`src/rtl/hpdp_consts.svh`:
```
// Constants of the host parallel debug port: offsets, fields, reset values.
// Assumes inclusion by the design file and the bench only.
`ifndef HPDP_CONSTS_SVH
`define HPDP_CONSTS_SVH
`define HPDP_OFF_STATUS 12'h000
`define HPDP_OFF_CTRL 12'h004
`define HPDP_OFF_ADDR 12'h008
`define HPDP_OFF_TXDATA 12'h00c
`define HPDP_OFF_RXDATA 12'h010
`define HPDP_BIT_DTR 15
`define HPDP_BIT_HNMI 14
`define HPDP_BIT_IACK_N 13
`define HPDP_BIT_SEL 12
`define HPDP_BIT_WR_REQ_N 11
`define HPDP_BIT_RD_DONE_N 10
`define HPDP_BIT_ADAPTER 9
`define HPDP_BIT_PWR_N 8
`define HPDP_MODULE_LSB 4
`define HPDP_BIT_BKPT_N 3
`define HPDP_OPTION_LSB 0
`define HPDP_CTRL_ACK 0
`define HPDP_CTRL_REQ 1
`define HPDP_CTRL_DRIVE 2
`define HPDP_CTRL_IDENT 3
`define HPDP_CTRL_HIRQ 4
`define HPDP_CTRL_CLRNMI 5
`define HPDP_CTRL_RST 8'h00
`define HPDP_ADDR_RST 3'h0
`define HPDP_SRC_RST 2'h3
`define HPDP_TD_RST 2'h2
`define HPDP_STRAP_RST 7'h07
`define HPDP_RESET_NS 1000
`define HPDP_CLK_NS 100
`define HPDP_RESET_CYC ((`HPDP_RESET_NS + `HPDP_CLK_NS - 1) / `HPDP_CLK_NS)
`endif

```
`src/rtl/hpdp_pkg.sv`:
```
// Types of the host parallel debug port.
// Assumes nothing beyond the constants header.
package hpdp_pkg;
	typedef enum logic [1:0] {
		HPDP_RST_IDLE = 2'b00,
		HPDP_RST_HARD = 2'b01,
		HPDP_RST_SOFT = 2'b10
	} hpdp_rst_e;
	typedef struct packed {
		logic [2:0] boardSelectAddr;
		logic broadcastSelect;
		logic hostBreakIn;
		logic hostResetIn;
		logic hostWrReq;
		logic hostReadAck;
		logic intAck;
		logic hostEnableN;
		logic hostPoweredN;
	} hpdp_host_s;
	typedef struct packed {
		logic [31:0] paddr;
		logic psel;
		logic penable;
		logic pwrite;
		logic [31:0] pwdata;
	} hpdp_apb_req_s;
endpackage

```
`src/rtl/hpdp_host_port.sv`:
```
// Host parallel debug port: board side of the host adapter link, APB registers.
// Assumes host pins and board straps asynchronous to ref_clk; all pass two flip-flops.
//
// Function
// - Compare three board-select inputs with the configured slave address.
// - Broadcast select makes reset or abort act regardless of address.
// - Host break with address match or broadcast raises level-7 NMI.
// - Host reset with address match or broadcast resets the board.
// - Interrupt-acknowledge high gives soft reset, low gives hard reset.
// - Host write request is answered by the board acknowledge output.
// - Board starts board-to-host write with its request; host acknowledges.
// - Host interrupt is an open-collector line shared by all boards.
// - Each board drives its own interrupt-identify output for host polling.
// - Interrupt acknowledge from host releases the shared interrupt line.
// - Interrupt acknowledge clears the per-board interrupt-identify output.
// - Bytes move both ways over an eight-line bidirectional data bus.
// - Sixteen-bit read-only status register reports board and port state.
// - Bit 14 low: last NMI from host; bit 3 low: from breakpoint.
// - Bit 13 low while a host interrupt acknowledge is in progress.
// - Bit 12 high while the host addresses this board.
// - Bit 11 low on host write request; bit 10 low on host read done.
// - Bit 9 high with adapter connected; bit 8 low with host powered.
// - Bits 7 to 4 return the memory module presence-detect code.
// - Bit 15 low when a terminal is on the serial port.
// - Bits 2 to 0 high when option switches 5, 4, 3 are on.
// - Data lines reach the processor through the RXDATA and TXDATA registers; ctrl bit 2 drives them out.
`timescale 1ns/10ps
`include "hpdp_consts.svh"
module hpdp_host_port (
	// Clock, enable and reset
	input wire logic ref_clk,
	input wire logic clkEn,
	input wire logic reset,
	// APB slave
	input wire hpdp_pkg::hpdp_apb_req_s apbReq,
	output logic [31:0] prdata,
	output logic pready,
	output logic pslverr,
	// Host adapter pins
	input wire hpdp_pkg::hpdp_host_s hostPins,
	input wire logic [7:0] parallelDataIn,
	output logic [7:0] parallelDataOut,
	output logic parallelDataOeN,
	output logic boardWriteAck,
	output logic boardWriteRequest,
	output logic boardIrqIdentify,
	output logic sharedHostIrqOut,
	output logic sharedHostIrqOeN,
	// Board straps and local sources
	input wire logic [3:0] moduleCode,
	input wire logic [2:0] optionSwitchOnN,
	input wire logic terminalReadyN,
	input wire logic breakpointNmi,
	// Effects on the processor and board
	output logic nmiLevel7,
	output logic hardResetReq,
	output logic softResetReq
);
	import hpdp_pkg::*;

	// ----------------------------------------------------------------
	// Input synchronisers
	// ----------------------------------------------------------------
	hpdp_host_s hostMeta_q, hostMeta_d, hostSync_q, hostSync_d;
	logic [7:0] dataMeta_q, dataMeta_d, dataSync_q, dataSync_d;
	logic [1:0] tdMeta_q, tdMeta_d, tdSync_q, tdSync_d;
	logic [6:0] strapMeta_q, strapMeta_d, strapSync_q, strapSync_d;

	always_comb begin
		hostMeta_d = hostMeta_q;
		hostSync_d = hostSync_q;
		dataMeta_d = dataMeta_q;
		dataSync_d = dataSync_q;
		tdMeta_d = tdMeta_q;
		tdSync_d = tdSync_q;
		strapMeta_d = strapMeta_q;
		strapSync_d = strapSync_q;
		if (clkEn) begin
			hostMeta_d = hostPins;
			hostSync_d = hostMeta_q;
			dataMeta_d = parallelDataIn;
			dataSync_d = dataMeta_q;
			tdMeta_d = {terminalReadyN, breakpointNmi};
			tdSync_d = tdMeta_q;
			strapMeta_d = {moduleCode, optionSwitchOnN};
			strapSync_d = strapMeta_q;
		end
	end

	always_ff @(posedge ref_clk) begin
		if (reset) begin
			hostMeta_q <= '0;
			hostSync_q <= '0;
			dataMeta_q <= 8'h00;
			dataSync_q <= 8'h00;
			tdMeta_q <= `HPDP_TD_RST;
			tdSync_q <= `HPDP_TD_RST;
			strapMeta_q <= `HPDP_STRAP_RST;
			strapSync_q <= `HPDP_STRAP_RST;
		end else begin
			hostMeta_q <= hostMeta_d;
			hostSync_q <= hostSync_d;
			dataMeta_q <= dataMeta_d;
			dataSync_q <= dataSync_d;
			tdMeta_q <= tdMeta_d;
			tdSync_q <= tdSync_d;
			strapMeta_q <= strapMeta_d;
			strapSync_q <= strapSync_d;
		end
	end

	// ----------------------------------------------------------------
	// Selection and host events
	// ----------------------------------------------------------------
	logic [2:0] slaveAddr_q;
	logic boardAddressed;
	logic hostAttached;
	logic breakHit;
	logic resetHit;
	logic iackPrev_q, iackPrev_d;
	logic iackRise;

	assign boardAddressed = (hostSync_q.boardSelectAddr == slaveAddr_q);
	assign hostAttached = ~hostSync_q.hostEnableN;
	assign breakHit = hostAttached && hostSync_q.hostBreakIn
		&& (boardAddressed || hostSync_q.broadcastSelect);
	assign resetHit = hostAttached && hostSync_q.hostResetIn
		&& (boardAddressed || hostSync_q.broadcastSelect);
	assign iackRise = hostSync_q.intAck && !iackPrev_q;

	// ----------------------------------------------------------------
	// Reset generator
	// ----------------------------------------------------------------
	hpdp_rst_e rstState_q, rstState_d;
	logic [7:0] rstCnt_q, rstCnt_d;

	always_comb begin
		rstState_d = rstState_q;
		rstCnt_d = rstCnt_q;
		if (clkEn) begin
			case (rstState_q)
				HPDP_RST_IDLE: begin
					if (resetHit) begin
						rstCnt_d = 8'(`HPDP_RESET_CYC);
						rstState_d = hostSync_q.intAck ? HPDP_RST_SOFT : HPDP_RST_HARD;
					end
				end
				HPDP_RST_HARD, HPDP_RST_SOFT: begin
					if (rstCnt_q > 8'h01) begin
						rstCnt_d = rstCnt_q - 8'h01;
					end else if (!resetHit) begin
						rstCnt_d = 8'h00;
						rstState_d = HPDP_RST_IDLE;
					end
				end
				default: begin
					rstState_d = HPDP_RST_IDLE;
				end
			endcase
		end
	end

	always_ff @(posedge ref_clk) begin
		if (reset) begin
			rstState_q <= HPDP_RST_IDLE;
			rstCnt_q <= 8'h00;
		end else begin
			rstState_q <= rstState_d;
			rstCnt_q <= rstCnt_d;
		end
	end

	assign hardResetReq = (rstState_q == HPDP_RST_HARD);
	assign softResetReq = (rstState_q == HPDP_RST_SOFT);

	// ----------------------------------------------------------------
	// NMI source and host interrupt
	// ----------------------------------------------------------------
	logic [1:0] nmiSrcN_q, nmiSrcN_d;
	logic nmi_q, nmi_d;
	logic hostIrq_q, hostIrq_d;
	logic ident_q, ident_d;
	logic [7:0] ctrl_q, ctrl_d;
	logic bkPrev_q, bkPrev_d;
	logic breakPrev_q, breakPrev_d;
	logic bkRise, breakRise;
	logic ctrlWrite;
	logic [31:0] wdata;

	assign bkRise = tdSync_q[0] && !bkPrev_q;
	assign breakRise = breakHit && !breakPrev_q;

	always_comb begin
		nmiSrcN_d = nmiSrcN_q;
		nmi_d = nmi_q;
		hostIrq_d = hostIrq_q;
		ident_d = ident_q;
		iackPrev_d = iackPrev_q;
		bkPrev_d = bkPrev_q;
		breakPrev_d = breakPrev_q;
		if (clkEn) begin
			iackPrev_d = hostSync_q.intAck;
			bkPrev_d = tdSync_q[0];
			breakPrev_d = breakHit;
			if (ctrlWrite && wdata[`HPDP_CTRL_CLRNMI]) begin
				nmi_d = 1'b0;
			end
			if (ctrlWrite && wdata[`HPDP_CTRL_HIRQ]) begin
				hostIrq_d = 1'b1;
			end
			if (ctrlWrite) begin
				ident_d = wdata[`HPDP_CTRL_IDENT];
			end
			if (iackRise) begin
				hostIrq_d = 1'b0;
				ident_d = 1'b0;
			end
			if (breakRise) begin
				nmi_d = 1'b1;
				nmiSrcN_d = 2'b01;
			end else if (bkRise) begin
				nmi_d = 1'b1;
				nmiSrcN_d = 2'b10;
			end
		end
	end

	always_ff @(posedge ref_clk) begin
		if (reset) begin
			nmiSrcN_q <= `HPDP_SRC_RST;
			nmi_q <= 1'b0;
			hostIrq_q <= 1'b0;
			ident_q <= 1'b0;
			iackPrev_q <= 1'b0;
			bkPrev_q <= 1'b0;
			breakPrev_q <= 1'b0;
		end else begin
			nmiSrcN_q <= nmiSrcN_d;
			nmi_q <= nmi_d;
			hostIrq_q <= hostIrq_d;
			ident_q <= ident_d;
			iackPrev_q <= iackPrev_d;
			bkPrev_q <= bkPrev_d;
			breakPrev_q <= breakPrev_d;
		end
	end

	assign nmiLevel7 = nmi_q;
	assign sharedHostIrqOut = 1'b0;
	assign sharedHostIrqOeN = ~hostIrq_q;
	assign boardIrqIdentify = ident_q;

	// ----------------------------------------------------------------
	// APB registers and data bus
	// ----------------------------------------------------------------
	logic [7:0] txData_q, txData_d;
	logic [2:0] slaveAddr_d;
	logic [15:0] status;
	logic apbAccess;
	logic [11:0] offs;

	assign apbAccess = apbReq.psel && apbReq.penable && clkEn;
	assign offs = apbReq.paddr[11:0];
	assign wdata = apbReq.pwdata;
	assign ctrlWrite = apbAccess && apbReq.pwrite && (offs == `HPDP_OFF_CTRL);

	always_comb begin
		status = 16'h0000;
		status[`HPDP_BIT_DTR] = tdSync_q[1];
		status[`HPDP_BIT_HNMI] = nmiSrcN_q[1];
		status[`HPDP_BIT_IACK_N] = ~hostSync_q.intAck;
		status[`HPDP_BIT_SEL] = boardAddressed;
		status[`HPDP_BIT_WR_REQ_N] = ~hostSync_q.hostWrReq;
		status[`HPDP_BIT_RD_DONE_N] = ~hostSync_q.hostReadAck;
		status[`HPDP_BIT_ADAPTER] = hostAttached;
		status[`HPDP_BIT_PWR_N] = hostSync_q.hostPoweredN;
		status[`HPDP_MODULE_LSB +: 4] = strapSync_q[6:3];
		status[`HPDP_BIT_BKPT_N] = nmiSrcN_q[0];
		status[`HPDP_OPTION_LSB +: 3] = ~strapSync_q[2:0];
	end

	always_comb begin
		ctrl_d = ctrl_q;
		slaveAddr_d = slaveAddr_q;
		txData_d = txData_q;
		if (apbAccess && apbReq.pwrite) begin
			case (offs)
				`HPDP_OFF_CTRL: ctrl_d = wdata[7:0];
				`HPDP_OFF_ADDR: slaveAddr_d = wdata[2:0];
				`HPDP_OFF_TXDATA: txData_d = wdata[7:0];
				default: ctrl_d = ctrl_q;
			endcase
		end
	end

	always_ff @(posedge ref_clk) begin
		if (reset) begin
			ctrl_q <= `HPDP_CTRL_RST;
			slaveAddr_q <= `HPDP_ADDR_RST;
			txData_q <= 8'h00;
		end else begin
			ctrl_q <= ctrl_d;
			slaveAddr_q <= slaveAddr_d;
			txData_q <= txData_d;
		end
	end

	always_comb begin
		prdata = 32'h00000000;
		pslverr = 1'b0;
		case (offs)
			`HPDP_OFF_STATUS: prdata = {16'h0000, status};
			`HPDP_OFF_CTRL: prdata = {24'h000000, ctrl_q};
			`HPDP_OFF_ADDR: prdata = {29'h00000000, slaveAddr_q};
			`HPDP_OFF_TXDATA: prdata = {24'h000000, txData_q};
			`HPDP_OFF_RXDATA: prdata = {24'h000000, dataSync_q};
			default: pslverr = apbReq.psel && apbReq.penable;
		endcase
		if (apbReq.pwrite && offs == `HPDP_OFF_STATUS) begin
			pslverr = apbReq.psel && apbReq.penable;
		end
	end

	assign pready = clkEn;
	assign boardWriteAck = ctrl_q[`HPDP_CTRL_ACK];
	assign boardWriteRequest = ctrl_q[`HPDP_CTRL_REQ];
	assign parallelDataOut = txData_q;
	assign parallelDataOeN = ~ctrl_q[`HPDP_CTRL_DRIVE];

	// ----------------------------------------------------------------
	// Checks
	// ----------------------------------------------------------------
	a_iack_clears_ident: assert property (@(posedge ref_clk) disable iff (reset)
		clkEn && iackRise |=> !boardIrqIdentify)
		else $error("identify not cleared by acknowledge");
	a_iack_release_irq: assert property (@(posedge ref_clk) disable iff (reset)
		clkEn && iackRise |=> sharedHostIrqOeN)
		else $error("shared irq not released");
	a_break_raises_nmi: assert property (@(posedge ref_clk) disable iff (reset)
		clkEn && breakRise |=> nmiLevel7 && !status[`HPDP_BIT_HNMI])
		else $error("host break gave no nmi");
	a_reset_type_soft: assert property (@(posedge ref_clk) disable iff (reset)
		clkEn && rstState_q == HPDP_RST_IDLE && resetHit && hostSync_q.intAck
		|=> softResetReq && !hardResetReq)
		else $error("soft reset not chosen");
	a_reset_type_hard: assert property (@(posedge ref_clk) disable iff (reset)
		clkEn && rstState_q == HPDP_RST_IDLE && resetHit && !hostSync_q.intAck
		|=> hardResetReq)
		else $error("hard reset not chosen");
	a_sync_select_flag: assert property (@(posedge ref_clk) disable iff (reset)
		$past(clkEn) && $past(clkEn, 2) && !$past(reset) && !$past(reset, 2)
		|-> status[`HPDP_BIT_SEL]
		== ($past(hostPins.boardSelectAddr, 2) == slaveAddr_q))
		else $error("select flag wrong");
	a_status_reqflag: assert property (@(posedge ref_clk) disable iff (reset)
		$past(clkEn) && $past(clkEn, 2) && !$past(reset) && !$past(reset, 2)
		|-> status[`HPDP_BIT_WR_REQ_N] == !$past(hostPins.hostWrReq, 2))
		else $error("write request flag stale");
	a_bkpt_source_flag: assert property (@(posedge ref_clk) disable iff (reset)
		clkEn && bkRise && !breakRise |=> nmiLevel7 && !status[`HPDP_BIT_BKPT_N])
		else $error("breakpoint nmi source not flagged");
	a_broadcast_reset: assert property (@(posedge ref_clk) disable iff (reset)
		clkEn && hostAttached && hostSync_q.hostResetIn && hostSync_q.broadcastSelect
		&& rstState_q == HPDP_RST_IDLE |=> hardResetReq || softResetReq)
		else $error("broadcast reset ignored");
	a_status_readonly: assert property (@(posedge ref_clk) disable iff (reset)
		apbReq.psel && apbReq.penable && apbReq.pwrite && offs == `HPDP_OFF_STATUS
		|-> pslverr)
		else $error("status write not refused");
endmodule

```
`config.mk`:
```
export PLATFORM = sky130hd
export DESIGN_NAME = hpdp_host_port
export DESIGN_NICKNAME = d
export VERILOG_FILES = /design/src/rtl/hpdp_pkg.sv /design/src/rtl/hpdp_host_port.sv
export VERILOG_INCLUDE_DIRS = /design/src /design/src/rtl
export SDC_FILE = /design/constraint.sdc
export NUM_CORES = 1
export LEC_CHECK = 0
export ABC_AREA = 1
export BUFFER_PORTS_ARGS = -buffer_cell sky130_fd_sc_hd__buf_2
export CORE_MARGIN = 3
export CORE_UTILIZATION = 45
export DETAILED_ROUTE_END_ITERATION = 10
export PLACE_DENSITY = 0.73
export REMOVE_ABC_BUFFERS = 1
export SLEW_MARGIN = 25
export SYNTH_ARGS = -nofsm -noshare
export SYNTH_HDL_FRONTEND = slang
export SYNTH_SLANG_ARGS = --single-unit
```
`constraint.sdc`:
```
create_clock -name ref_clk -period 1.58 [get_ports ref_clk]
set_input_delay 0.316 -clock ref_clk [delete_from_list [all_inputs] [get_ports ref_clk]]
set_output_delay 0.316 -clock ref_clk [all_outputs]
set_load 0.005 [all_outputs]
```
### Yosys cells after proc, flatten, opt, wreduce, memory -nomap -nowiden

Index checks and enable logic that the tools add are counted.

* bitwise operators: 7
* add/sub/neg operators: 1
* mux-type cells: 21
* eq/ne operators: 11
* magnitude comparators: 1
* reduce and logical (&&, ||, !) cells: 36

Operators by type and width (count)
* case mux 16 bit (5 select lines): 1
* == test 12 x 4 -> 1 bit, second input constant: 2
* 2-to-1 mux 8 bit: 3
* case mux 8 bit (2 select lines): 1
* logical AND 1 bit: 14
* AND reduction 2 bit: 7
* == test 12 x 3 -> 1 bit, second input constant: 1
* == test 12 x 5 -> 1 bit, second input constant: 1
* zero test 12 bit: 1
* 2-to-1 mux 2 bit: 6
* 2-to-1 mux 1 bit: 9
* greater-than comparator 8 x 1 -> 1 bit, second input constant: 1
* AND reduction 4 bit: 2
* nonzero test 2 bit: 4
* subtractor 8 x 1 -> 8 bit, second input constant: 1
* inequality test 2 bit, second input constant: 3
* inverter 1 bit: 6
* OR reduction 5 bit: 1
* case mux 2 bit (2 select lines): 1
* == test 3 bit: 1
* zero test 1 bit: 3
* inequality test 3 bit, second input constant: 1
* inverter 3 bit: 1
* nonzero test 3 bit: 1
* other kinds (5): 5

* word-level logic and storage cells: 113
* output and inout port bits: 51
* flip-flop bits (word level): 93

### Depth between registers and ports, before layout

Gate-level depths: netlist of the first run.

* depth in word-level cells: 8
* gate-level depth with buffers: 12

### Worst setup path before layout of the first run

Ideal clock, no wire load.

* path kind: input to output
* start: in apbReq[46] (netlist bit)
* end: out prdata[0]
* data required time: 1.264 ns
* stages on the path: 8
* setup slack: 0.020 ns
* arrival: 1.244 ns
* path buffers: 1
* cell sequence: nor2_1 -> nand2_2 -> nor3_2 -> nand2_2 -> buf_6 -> o22ai_2 -> nor2_1 -> o21ai_1

* cells in the longest elaborated chain, start to end: 2

RTL lines
* start: declaration: RTL line hpdp_host_port.sv:35 `input wire hpdp_pkg::hpdp_apb_req_s apbReq,`
* == test 12 x 5 -> 1 bit (tied with other cells): RTL line hpdp_host_port.sv:311 `case (offs)`
* case mux 16 bit (5 select lines) *: RTL line hpdp_host_port.sv:311
* end: declaration: RTL line hpdp_host_port.sv:36 `output logic [31:0] prdata,`

Mark *: on every way between the ends. The rest lies on a longest branch, timed or not.

### Final worst setup path of the first run

* start: in apbReq[37] (netlist bit)
* end: out pslverr

* cells in the longest elaborated chain, start to end: 4

RTL lines
* == test 12 x 3 -> 1 bit (tied with other cells): RTL line hpdp_host_port.sv:311
* OR reduction 5 bit (no line)
* 2-to-1 mux 1 bit: RTL line hpdp_host_port.sv:311
* 2-to-1 mux 1 bit *: RTL line hpdp_host_port.sv:319 `` if (apbReq.pwrite && offs == `HPDP_OFF_STATUS) begin ``
* end: declaration: RTL line hpdp_host_port.sv:38 `output logic pslverr,`

Marks and branches as above.

==> reports/metrics.cfg, run 1 <==
[place]
place_congestion = 0.861
dp.cells = 790
pre_cts_slack_ps = -315
port_buffers = 87
placed_area_um2 = 4940
dp_hpwl_mm = 7.70

[floorplan]
fp.dieW_um = 103
dieArea_um2 = 10600
core_area_um2 = 8930
start_util = 0.475
ios = 149
dieHeight_um = 103
fp-row-count = 34

[yosys]
synth_edf_count = 0
yosysSeqAreaShare = 0.439
synth_top_area_cell = dfxtp_1
yosysMostFrequentCell = nor2_1
synth_cell_types = 39
synth-seq-cells = 93
synthTopCellsByArea = dfxtp_1 44%, nor2_1 10%, o21ai_0 7.9%
ys_async_sr_fraction = 0
synth_ff_type = dfxtp_1
yosysWarningCount = 0
syn_inst = 583
syn_area_um2 = 4250
syn_area_per_cell_um2 = 7.28
synth_commonest_cells = 118 x nor2_1, 93 x dfxtp_1, 72 x nand2_1, 67 x o21ai_0, 39 x inv_1
yosysTopAreaCellShare = 0.439

[timing]
min_period_ps = 1790
fin_crit_sh = 1.13
setup_slack_ps = -208
rsz0062_at_grt = true
slew_violations = 0
hold_viol_final = 0
fmax_mhz = 559
setup_viol = 18
fin_skew_ps = 13.3

[cts]
cts.sinks = 93
numCtsBuffers = 9
cts_buffer_depth = 2
clockRootBuffer = clkbuf_8
htree_levels = 3
path_clk_slew_ps = 100
cts_tree = built
clk-insertion-delay-late_ps = 370

[global_route]
grt_pass1_wl_mm = 17.5
overflow = 0
grt_use_total = 0.209
antenna_found_initial = 0
grt_pass1_vias = 3787
grt_start_max_net_pins = 47

[setup_path]
critPathLaunchType = input pin
crit_slowest_cell = nor3_4
worstPathMaxFanout = 6
cp_top_family = simple AND/OR/NAND/NOR gates
cp.arrival_ps = 1470
path_buf_inv = 4
critPathMaxStageDelay_ps = 240
crit_chain = buf_2 > inv_2 > nand3_4 > nor3_4 > nand2_4 > inv_4 > nand2_2 > a21oi_2 > buf_2
setup.worst_path.class = input pin to primary output
critPathCaptureType = primary output
cp_data_required_time_ps = 1260
crit_path_frequent_cell = buf_2

[min_path]
hold_path.class = input pin to flip-flop

[finish]
syn2layout_area_growth_pct = 32.3
num_antenna_cells = 0
final_core_util = 0.629
nNetsFinal = 803
final_cells = 812
fin_area_um2 = 5620
drive_above_1_share = 0.347

[pwr]
p_per_area_nw_per_um2 = 1020
leakage_nw = 2.55
peakVddDrop_mv = 0.477

[detailed_routing]
post_drt_wl_per_cell_um = 13.8
drc_errors = 0
ant_nets = 0
initialDrtViolationCount = 239
totalWireLength_mm = 11.2
drtPass1Iterations = 5
via_per_inst = 5.16
vias = 4188

[job]
drv_cap = 0

[status]
violations = setup timing
status = complete, but fails checks

## worst reg2reg max path, stage by stage (launching register included)
cell     delay, ps
dfxtp_2        340
inv_1           60
ha_1           310
buf_4          160
nand3_4        110
nand2_4        110
nand2_8         80
nand2_8        130
inv_6           60
nor2_4          80
nor2_2          30
## through the flow
step	hold WS, ps	setup TNS [ps]	power, W
6_report	146	-2380	0.00572
5_1_grt	150	-4320	0.00600
4_1_cts	142	-2290	0.00548
3_5_place_dp	445	-5590	0.00366
3_3_place_gp	438	-4230	0.00363
2_1_floorplan	385	-8430	0.00329
## state kept, by name (all words and copies together) (netlist names), 2 cells and up
| name | count |
|---|---|
| hostMeta_q | 11 |
| hostSync_q | 11 |
| ctrl_q | 8 |
| dataMeta_q | 8 |
| dataSync_q | 8 |
| parallelDataOut | 8 |
| rstCnt_q | 8 |
| strapMeta_q | 7 |
| strapSync_q | 7 |
| slaveAddr_q | 3 |
| nmiSrcN_q | 2 |
| rstState_q | 2 |
| tdMeta_q | 2 |
| tdSync_q | 2 |
## kinds of logic after synthesis
group	synth area share
other cells	0.000883
simple gates	0.277
compound gates	0.159
buf+inv	0.103
flops	0.439
xor+xnor	0.00619
fa+ha+maj	0.0147
## what timing repair did
action | CTS | global route
setup buffers | 5 | 2
resized for setup | 42 | 61
hold buffers | 0 | 0
pin swaps | 18 | 20
endpoints found under the setup margin | 27 | 29
## cell usage in the layout, fill, tap and decap left out, types with 10 or more instances in the layout
cell	n
a21oi_1	31
buf_2	84
buf_4	41
conb_1	17
dfxtp_1	87
inv_1	32
inv_2	14
nand2_1	64
nand3_1	23
nor2_1	109
nor2_2	10
o21ai_0	62
o21ai_1	11
## power breakdown
group	internal [W]	switching (W)	leakage [nW]
logic	0.000616	0.000807	1.68
clock network	0.000885	0.000824	0.103
registers	0.00249	0.0000986	0.767
total	0.00399	0.00173	2.55
## metal layers
| layer | vias up | part of all wire | global-route usage |
|---|---|---|---|
| met5 | - | 0 | 0 |
| met1 | 1953 | 0.41 | 0.261 |
| met3 | 22 | 0.060 | 0.0460 |
| met4 | 0 | 0.020 | 0.0757 |
| met2 | 121 | 0.51 | 0.355 |
| li1 | 2092 | - | - |
## cell type report
type	count	area, µm²
repair buffers	133	845
clock inverters	4	73.8
fillers	784	3320
clock buffers	11	131
inverters	50	200
well taps	108	135
multi-input cells	413	2360
flip-flops and latches	93	1870
## final timing paths
check | from | endpoint | slack (ps) | cells after the start
setup / recovery | apbReq[37] | pslverr | -210 | 9
setup reg to reg | rstState_q[1] | rstCnt_q[4] | 0 | 10
hold reg to reg | hostSync_q[5] | hostSync_q[5] | 460 | 2
hold / removal | terminalReadyN | tdMeta_q[1] | 150 | 3
(Power assumes the default switching activity.)
==> run 2: changes to the inputs <==
REMOVE_ABC_BUFFERS = unset   (was 1)
==> reports/metrics.cfg, run 2 (synthesis gave the netlist of run 1 again) <==
[pwr]
pwr-share-clk = 0.311  ; was 0.299
finalPower_w = 0.00569  ; was 0.00572 W
switching_share = 0.304  ; was 0.303
peakVddDrop_mv = 0.563  ; was 0.477 mV
intPower_w = 0.00396  ; was 0.00399 W
netSwitchingPower_w = 0.00173  ; about the same
combPwrFrac = 0.232  ; was 0.249
seqPwrFrac = 0.457  ; was 0.452
leakage_nw = 2.56  ; was 2.55 nW
p_per_area_nw_per_um2 = 986  ; was 1020 nW/µm²

[setup_path]
crit_path_frequent_cell = buf_2  ; unchanged
startpoint = apbReq[46]  ; was apbReq[37]
crit_chain = buf_2 > nor2_4 > nand2_4 > nor3_4 > nand2_2 > buf_12 > o22ai_2 > nor2_1 > o21ai_1 > buf_2  ; was buf_2 > inv_2 > nand3_4 > nor3_4 > nand2_4 > inv_4 > nand2_2 > a21oi_2 > buf_2
critPathCaptureType = primary output  ; unchanged
setup.worst_path.class = input pin to primary output  ; unchanged
crit_slowest_cell = buf_12  ; was nor3_4
worstPathMaxFanout = 6  ; unchanged
reg2reg_from = rstCnt_q[0]  ; was rstState_q[1]
cp.arrival_ps = 1460  ; was 1470 ps
critPathLaunchType = input pin  ; unchanged
cp_data_required_time_ps = 1260  ; about the same
critPathMaxStageDelay_ps = 170  ; was 240 ps

[detailed_routing]
ant_nets = 0  ; unchanged
drtPass1Iterations = 5  ; unchanged
vias = 4217  ; was 4188
totalWireLength_mm = 11.5  ; was 11.2 mm
drc_errors = 0  ; unchanged
initialDrtViolationCount = 191  ; was 239
via_per_inst = 5.17  ; was 5.16
post_drt_wl_per_cell_um = 14.2  ; was 13.8 µm

[min_path]
hold_start = optionSwitchOnN[2]  ; was terminalReadyN
hold_path.class = input pin to flip-flop  ; unchanged

[timing]
slew_violations = 0  ; unchanged
rsz0062_at_grt = true  ; unchanged
maxSlewHeadroom = 0.650
min_period_ps = 1780  ; was 1790 ps
hold_viol_final = 0  ; unchanged
fin_crit_sh = 1.12  ; was 1.13
setup_slack_ps = -196  ; was -208 ps
setup_tns_ps = -2010  ; was -2380 ps
tightestPinTransition_ps = 521
setup_viol = 22  ; was 18
fin_skew_ps = 8.34  ; was 13.3 ps
fmax_mhz = 563  ; was 559 MHz

[global_route]
overflow = 0  ; unchanged
grt_start_max_net_pins = 38  ; was 47
grt_pass1_vias = 3910  ; was 3787
antenna_found_initial = 3  ; was 0
grt_pass1_wl_mm = 17.9  ; was 17.5 mm
grt_use_total = 0.211  ; was 0.209

[cts]
htree_levels = 3  ; unchanged
path_clk_slew_ps = 90  ; was 100 ps
cts.sinks = 93  ; unchanged
numCtsBuffers = 9  ; unchanged
cts_tree = built  ; unchanged
cts_hold_buf = 0  ; unchanged
clockRootBuffer = clkbuf_8  ; unchanged
cts_buffer_depth = 2  ; unchanged
clk-insertion-delay-late_ps = 360  ; was 370 ps

[floorplan]
ios = 149  ; unchanged
fp.dieW_um = 103  ; unchanged
start_util = 0.475  ; unchanged
core_area_um2 = 8930  ; unchanged
dieArea_um2 = 10600  ; unchanged
fp-row-count = 34  ; unchanged
dieHeight_um = 103  ; unchanged

[place]
placed_area_um2 = 4960  ; was 4940 µm²
place_congestion = 0.884  ; was 0.861
dp_hpwl_mm = 7.94  ; was 7.70 mm
port_buffers = 87  ; unchanged

[finish]
num_antenna_cells = 0  ; unchanged
drive_above_1_share = 0.362  ; was 0.347
syn2layout_area_growth_pct = 35.8  ; was 32.3%
nNetsFinal = 805  ; was 803
fin_area_um2 = 5770  ; was 5620 µm²
fill_cells = 750  ; was 784
layout_common_cells = 101 x nor2_1, 87 x dfxtp_1, 80 x buf_2, 64 x nand2_1, 62 x o21ai_0  ; was 109 x nor2_1, 87 x dfxtp_1, 84 x buf_2, 64 x nand2_1, 62 x o21ai_0
largestRegisters = hostMeta_q: 11 flops, hostSync_q: 11 flops  ; unchanged
layout_commonest_cell = nor2_1  ; unchanged

[status]
status = complete, but fails checks  ; unchanged
violations = setup timing  ; unchanged

[job]
drv_cap = 0  ; unchanged

==> run 2: changes by cell type in the layout (fill, tap and decap cells not counted), sizes merged <==
cell / change
clkbuf: -1
clkinvlp: +1
clkinv: +1
buf: +2
==> run 2: final timing paths <==
kind	to	slack (ps)	cells past startpoint
max	prdata[1]	-200	10
min	strapMeta_q[2]	170	3
max reg2reg	rstCnt_q[3]	-30	11
min reg2reg	hostSync_q[5]	460	2
==> run 2: metal layers <==
layer | global-route usage | up-vias | share of wire
li1 | - | 2105 | -
met1 | 0.289 | 1954 | 0.45
met2 | 0.333 | 136 | 0.47
met3 | 0.0440 | 18 | 0.064
met4 | 0.0697 | 4 | 0.015
met5 | 0 | - | 0.0020
==> run 2: layout make-up <==
class | count | area [µm²] | share of cell area
multi-input combinational | 413 | 2430 | 0.421
sequential | 93 | 1870 | 0.325
timing repair buffer | 135 | 903 | 0.157
inverter | 50 | 209 | 0.0362
tap | 108 | 135 | 0.0234
clock buffer | 10 | 128 | 0.0221
clock inverter | 6 | 93.8 | 0.0163
==> run 2: power groups by stage <==
| stage | sequential (W) | combinational, W | clock [W] |
|---|---|---|---|
| 6_report | 0.00260 | 0.00132 | 0.00177 |
| 3_5_place_dp | 0.00263 | 0.00105 | 0 |
| 4_1_cts | 0.00257 | 0.00108 | 0.00180 |
| 5_1_grt | 0.00262 | 0.00147 | 0.00191 |
| 3_3_place_gp | 0.00262 | 0.00103 | 0 |
| 2_1_floorplan | 0.00260 | 0.000744 | 0 |
==> run 2: critical path: cells and delay by family <==
family                 cells  cell delay [ps]
AO/OA/AOI/OAI              2              170
AND/OR/NAND/NOR            5              530
buffers and inverters      3              430
==> run 2: timing repair <==
action,4_1_cts,5_1_grt
pin swaps,13,30
setup endpoints to repair,19,27
setup buffers,4,6
gates cloned,0,0
gates resized for setup,43,88
==> run 2: stage by stage <==
| stage | util | setup slack, ps | hold WS (ps) | std cells |
|---|---|---|---|---|
| after floorplan | - | 20.4 | 429 | 599 |
| after global placement | 0.555 | -268 | 441 | 792 |
| after detailed placement | 0.555 | -315 | 447 | 792 |
| after CTS | 0.601 | -151 | 159 | 812 |
| after global routing | 0.646 | -253 | 177 | 815 |
| final | 0.646 | -196 | 172 | 815 |
==> run 3: changes to the inputs <==
CORE_ASPECT_RATIO = 0.6   (was unset)
==> reports/metrics.cfg, run 3 (synthesis gave the netlist of run 1 again) <==
[cts]
cts.sinks = 93  ; unchanged
numCtsBuffers = 9  ; unchanged
htree_levels = 3  ; unchanged
clockRootBuffer = clkbuf_16  ; was clkbuf_8
clk-insertion-delay-late_ps = 340  ; was 360 ps
cts_hold_buf = 0  ; unchanged
cts_buffer_depth = 2  ; unchanged
path_clk_slew_ps = 60  ; was 90 ps
cts_tree = built  ; unchanged

[timing]
fin_skew_ps = 6.09  ; was 8.34 ps
slew_violations = 0  ; unchanged
hold_viol_final = 0  ; unchanged
setup_tns_ps = -2310  ; was -2010 ps
fmax_mhz = 577  ; was 563 MHz
min_period_ps = 1730  ; was 1780 ps
setup_viol = 23  ; was 22
setup_slack_ps = -152  ; was -196 ps
fin_crit_sh = 1.10  ; was 1.12
rsz0062_at_grt = true  ; unchanged

[place]
port_buffers = 87  ; unchanged
dp_hpwl_mm = 8.07  ; was 7.94 mm
place_congestion = 0.906  ; was 0.884
placed_area_um2 = 4900  ; was 4960 µm²

[status]
status = complete, but fails checks  ; unchanged
violations = setup timing  ; unchanged

[floorplan]
dieHeight_um = 81.2  ; was 103 µm
fp-row-count = 26  ; was 34
start_util = 0.480  ; was 0.475
core_area_um2 = 8850  ; was 8930 µm²
dieArea_um2 = 10700  ; was 10600 µm²
fp.dieW_um = 131  ; was 103 µm
ios = 149  ; unchanged

[detailed_routing]
via_per_inst = 5.08  ; was 5.17
initialDrtViolationCount = 285  ; was 191
post_drt_wl_per_cell_um = 14.4  ; was 14.2 µm
ant_nets = 0  ; unchanged
totalWireLength_mm = 11.9  ; was 11.5 mm
vias = 4189  ; was 4217
drtPass1Iterations = 5  ; unchanged
drc_errors = 0  ; unchanged

[min_path]
hold_path.class = input pin to flip-flop  ; unchanged

[setup_path]
critPathLaunchType = input pin  ; unchanged
worstPathMaxFanout = 6  ; unchanged
cp.arrival_ps = 1420  ; was 1460 ps
critPathCaptureType = primary output  ; unchanged
cp_data_required_time_ps = 1260  ; about the same
setup.worst_path.class = input pin to primary output  ; unchanged

[global_route]
antenna_found_initial = 1  ; was 3
grt_pass1_wl_mm = 18.4  ; was 17.9 mm
overflow = 0  ; unchanged
grt_pass1_vias = 3855  ; was 3910
grt_start_max_net_pins = 55  ; was 38
grt_use_total = 0.213  ; was 0.211

[finish]
largestRegisters = hostMeta_q: 11 flops, hostSync_q: 11 flops  ; unchanged
drive_above_1_share = 0.346  ; was 0.362
syn2layout_area_growth_pct = 36.5  ; was 35.8%
layout_commonest_cell = nor2_1  ; unchanged
fin_area_um2 = 5790  ; was 5770 µm²
num_antenna_cells = 0  ; unchanged
layout_common_cells = 101 x nor2_1, 90 x dfxtp_1, 80 x buf_2, 62 x nand2_1, 62 x o21ai_0  ; was 101 x nor2_1, 87 x dfxtp_1, 80 x buf_2, 64 x nand2_1, 62 x o21ai_0
nNetsFinal = 797  ; was 805
fill_cells = 749  ; was 750

[pwr]
p_per_area_nw_per_um2 = 1090  ; was 986 nW/µm²
peakVddDrop_mv = 0.657  ; was 0.563 mV
leakage_nw = 2.62  ; was 2.56 nW

[job]
drv_cap = 0  ; unchanged

## run 3: cell count changes in the layout (fill, tap and decap cells not counted), sizes merged
cell	before	now
buf	135	127
clkbuf	10	11
clkinvlp	1	0
## run 3: per-layer routing
metal	GRT usage	up-vias	routed length (µm)
met1	0.293	1931	5630
met5	0	-	7
met4	0.0650	2	177
li1	-	2084	-
met2	0.327	150	5120
met3	0.0619	22	965
## run 3: final timing paths
check                               startpoint            end  slack, ps  cells past startpoint
worst max-delay path                apbReq[40]      prdata[2]       -150                      9
worst min-delay path            terminalReadyN    tdMeta_q[1]        190                      3
worst min register to register   hostSync_q[5]  hostSync_q[5]        460                      2
worst max register to register     rstCnt_q[0]    rstCnt_q[1]        -30                     11
## run 3: what timing repair did
item                                    4_1_cts  5_1_grt
endpoints found under the setup margin       27       27
resized for setup                            41       83
setup buffers                                 4        5
pin swaps                                    14       25
## run 3: worst max-delay path, stage by stage
cell and delay (ps):
buf_2 120, nor2_4 110, nand2_4 80, nor2_8 200
nand3_4 140, o22ai_2 170, nor2_1 80, o21ai_2 70
buf_2 130
## run 3: final cells by class
class,count,area (µm²),share of cell area
Multi-Input combinational cell,413,2410,0.416
Sequential cell,93,1870,0.322
Timing Repair Buffer,127,828,0.143
Clock buffer,11,243,0.0419
Inverter,50,205,0.0354
Tap cell,126,158,0.0272
Clock inverter,5,82.6,0.0143
## run 3: per-stage QoR
| stage | hold slack [ps] | cells | util | setup WS, ps | total power [W] |
|---|---|---|---|---|---|
| after floorplan | 429 | 599 | - | 20.4 | 0.00335 |
| after global placement | 442 | 801 | 0.554 | -298 | 0.00364 |
| after detailed placement | 455 | 801 | 0.554 | -321 | 0.00367 |
| after CTS | 178 | 821 | 0.612 | -162 | 0.00604 |
| after global routing | 202 | 825 | 0.655 | -227 | 0.00656 |
| final | 187 | 825 | 0.655 | -152 | 0.00629 |
## run 3: power by group
part / internal, W / switching, W / total [W]
clock: 0.00144 / 0.000900 / 0.00234
combinational: 0.000558 / 0.000796 / 0.00135
sequential: 0.00249 / 0.000116 / 0.00260
total: 0.00448 / 0.00181 / 0.00629
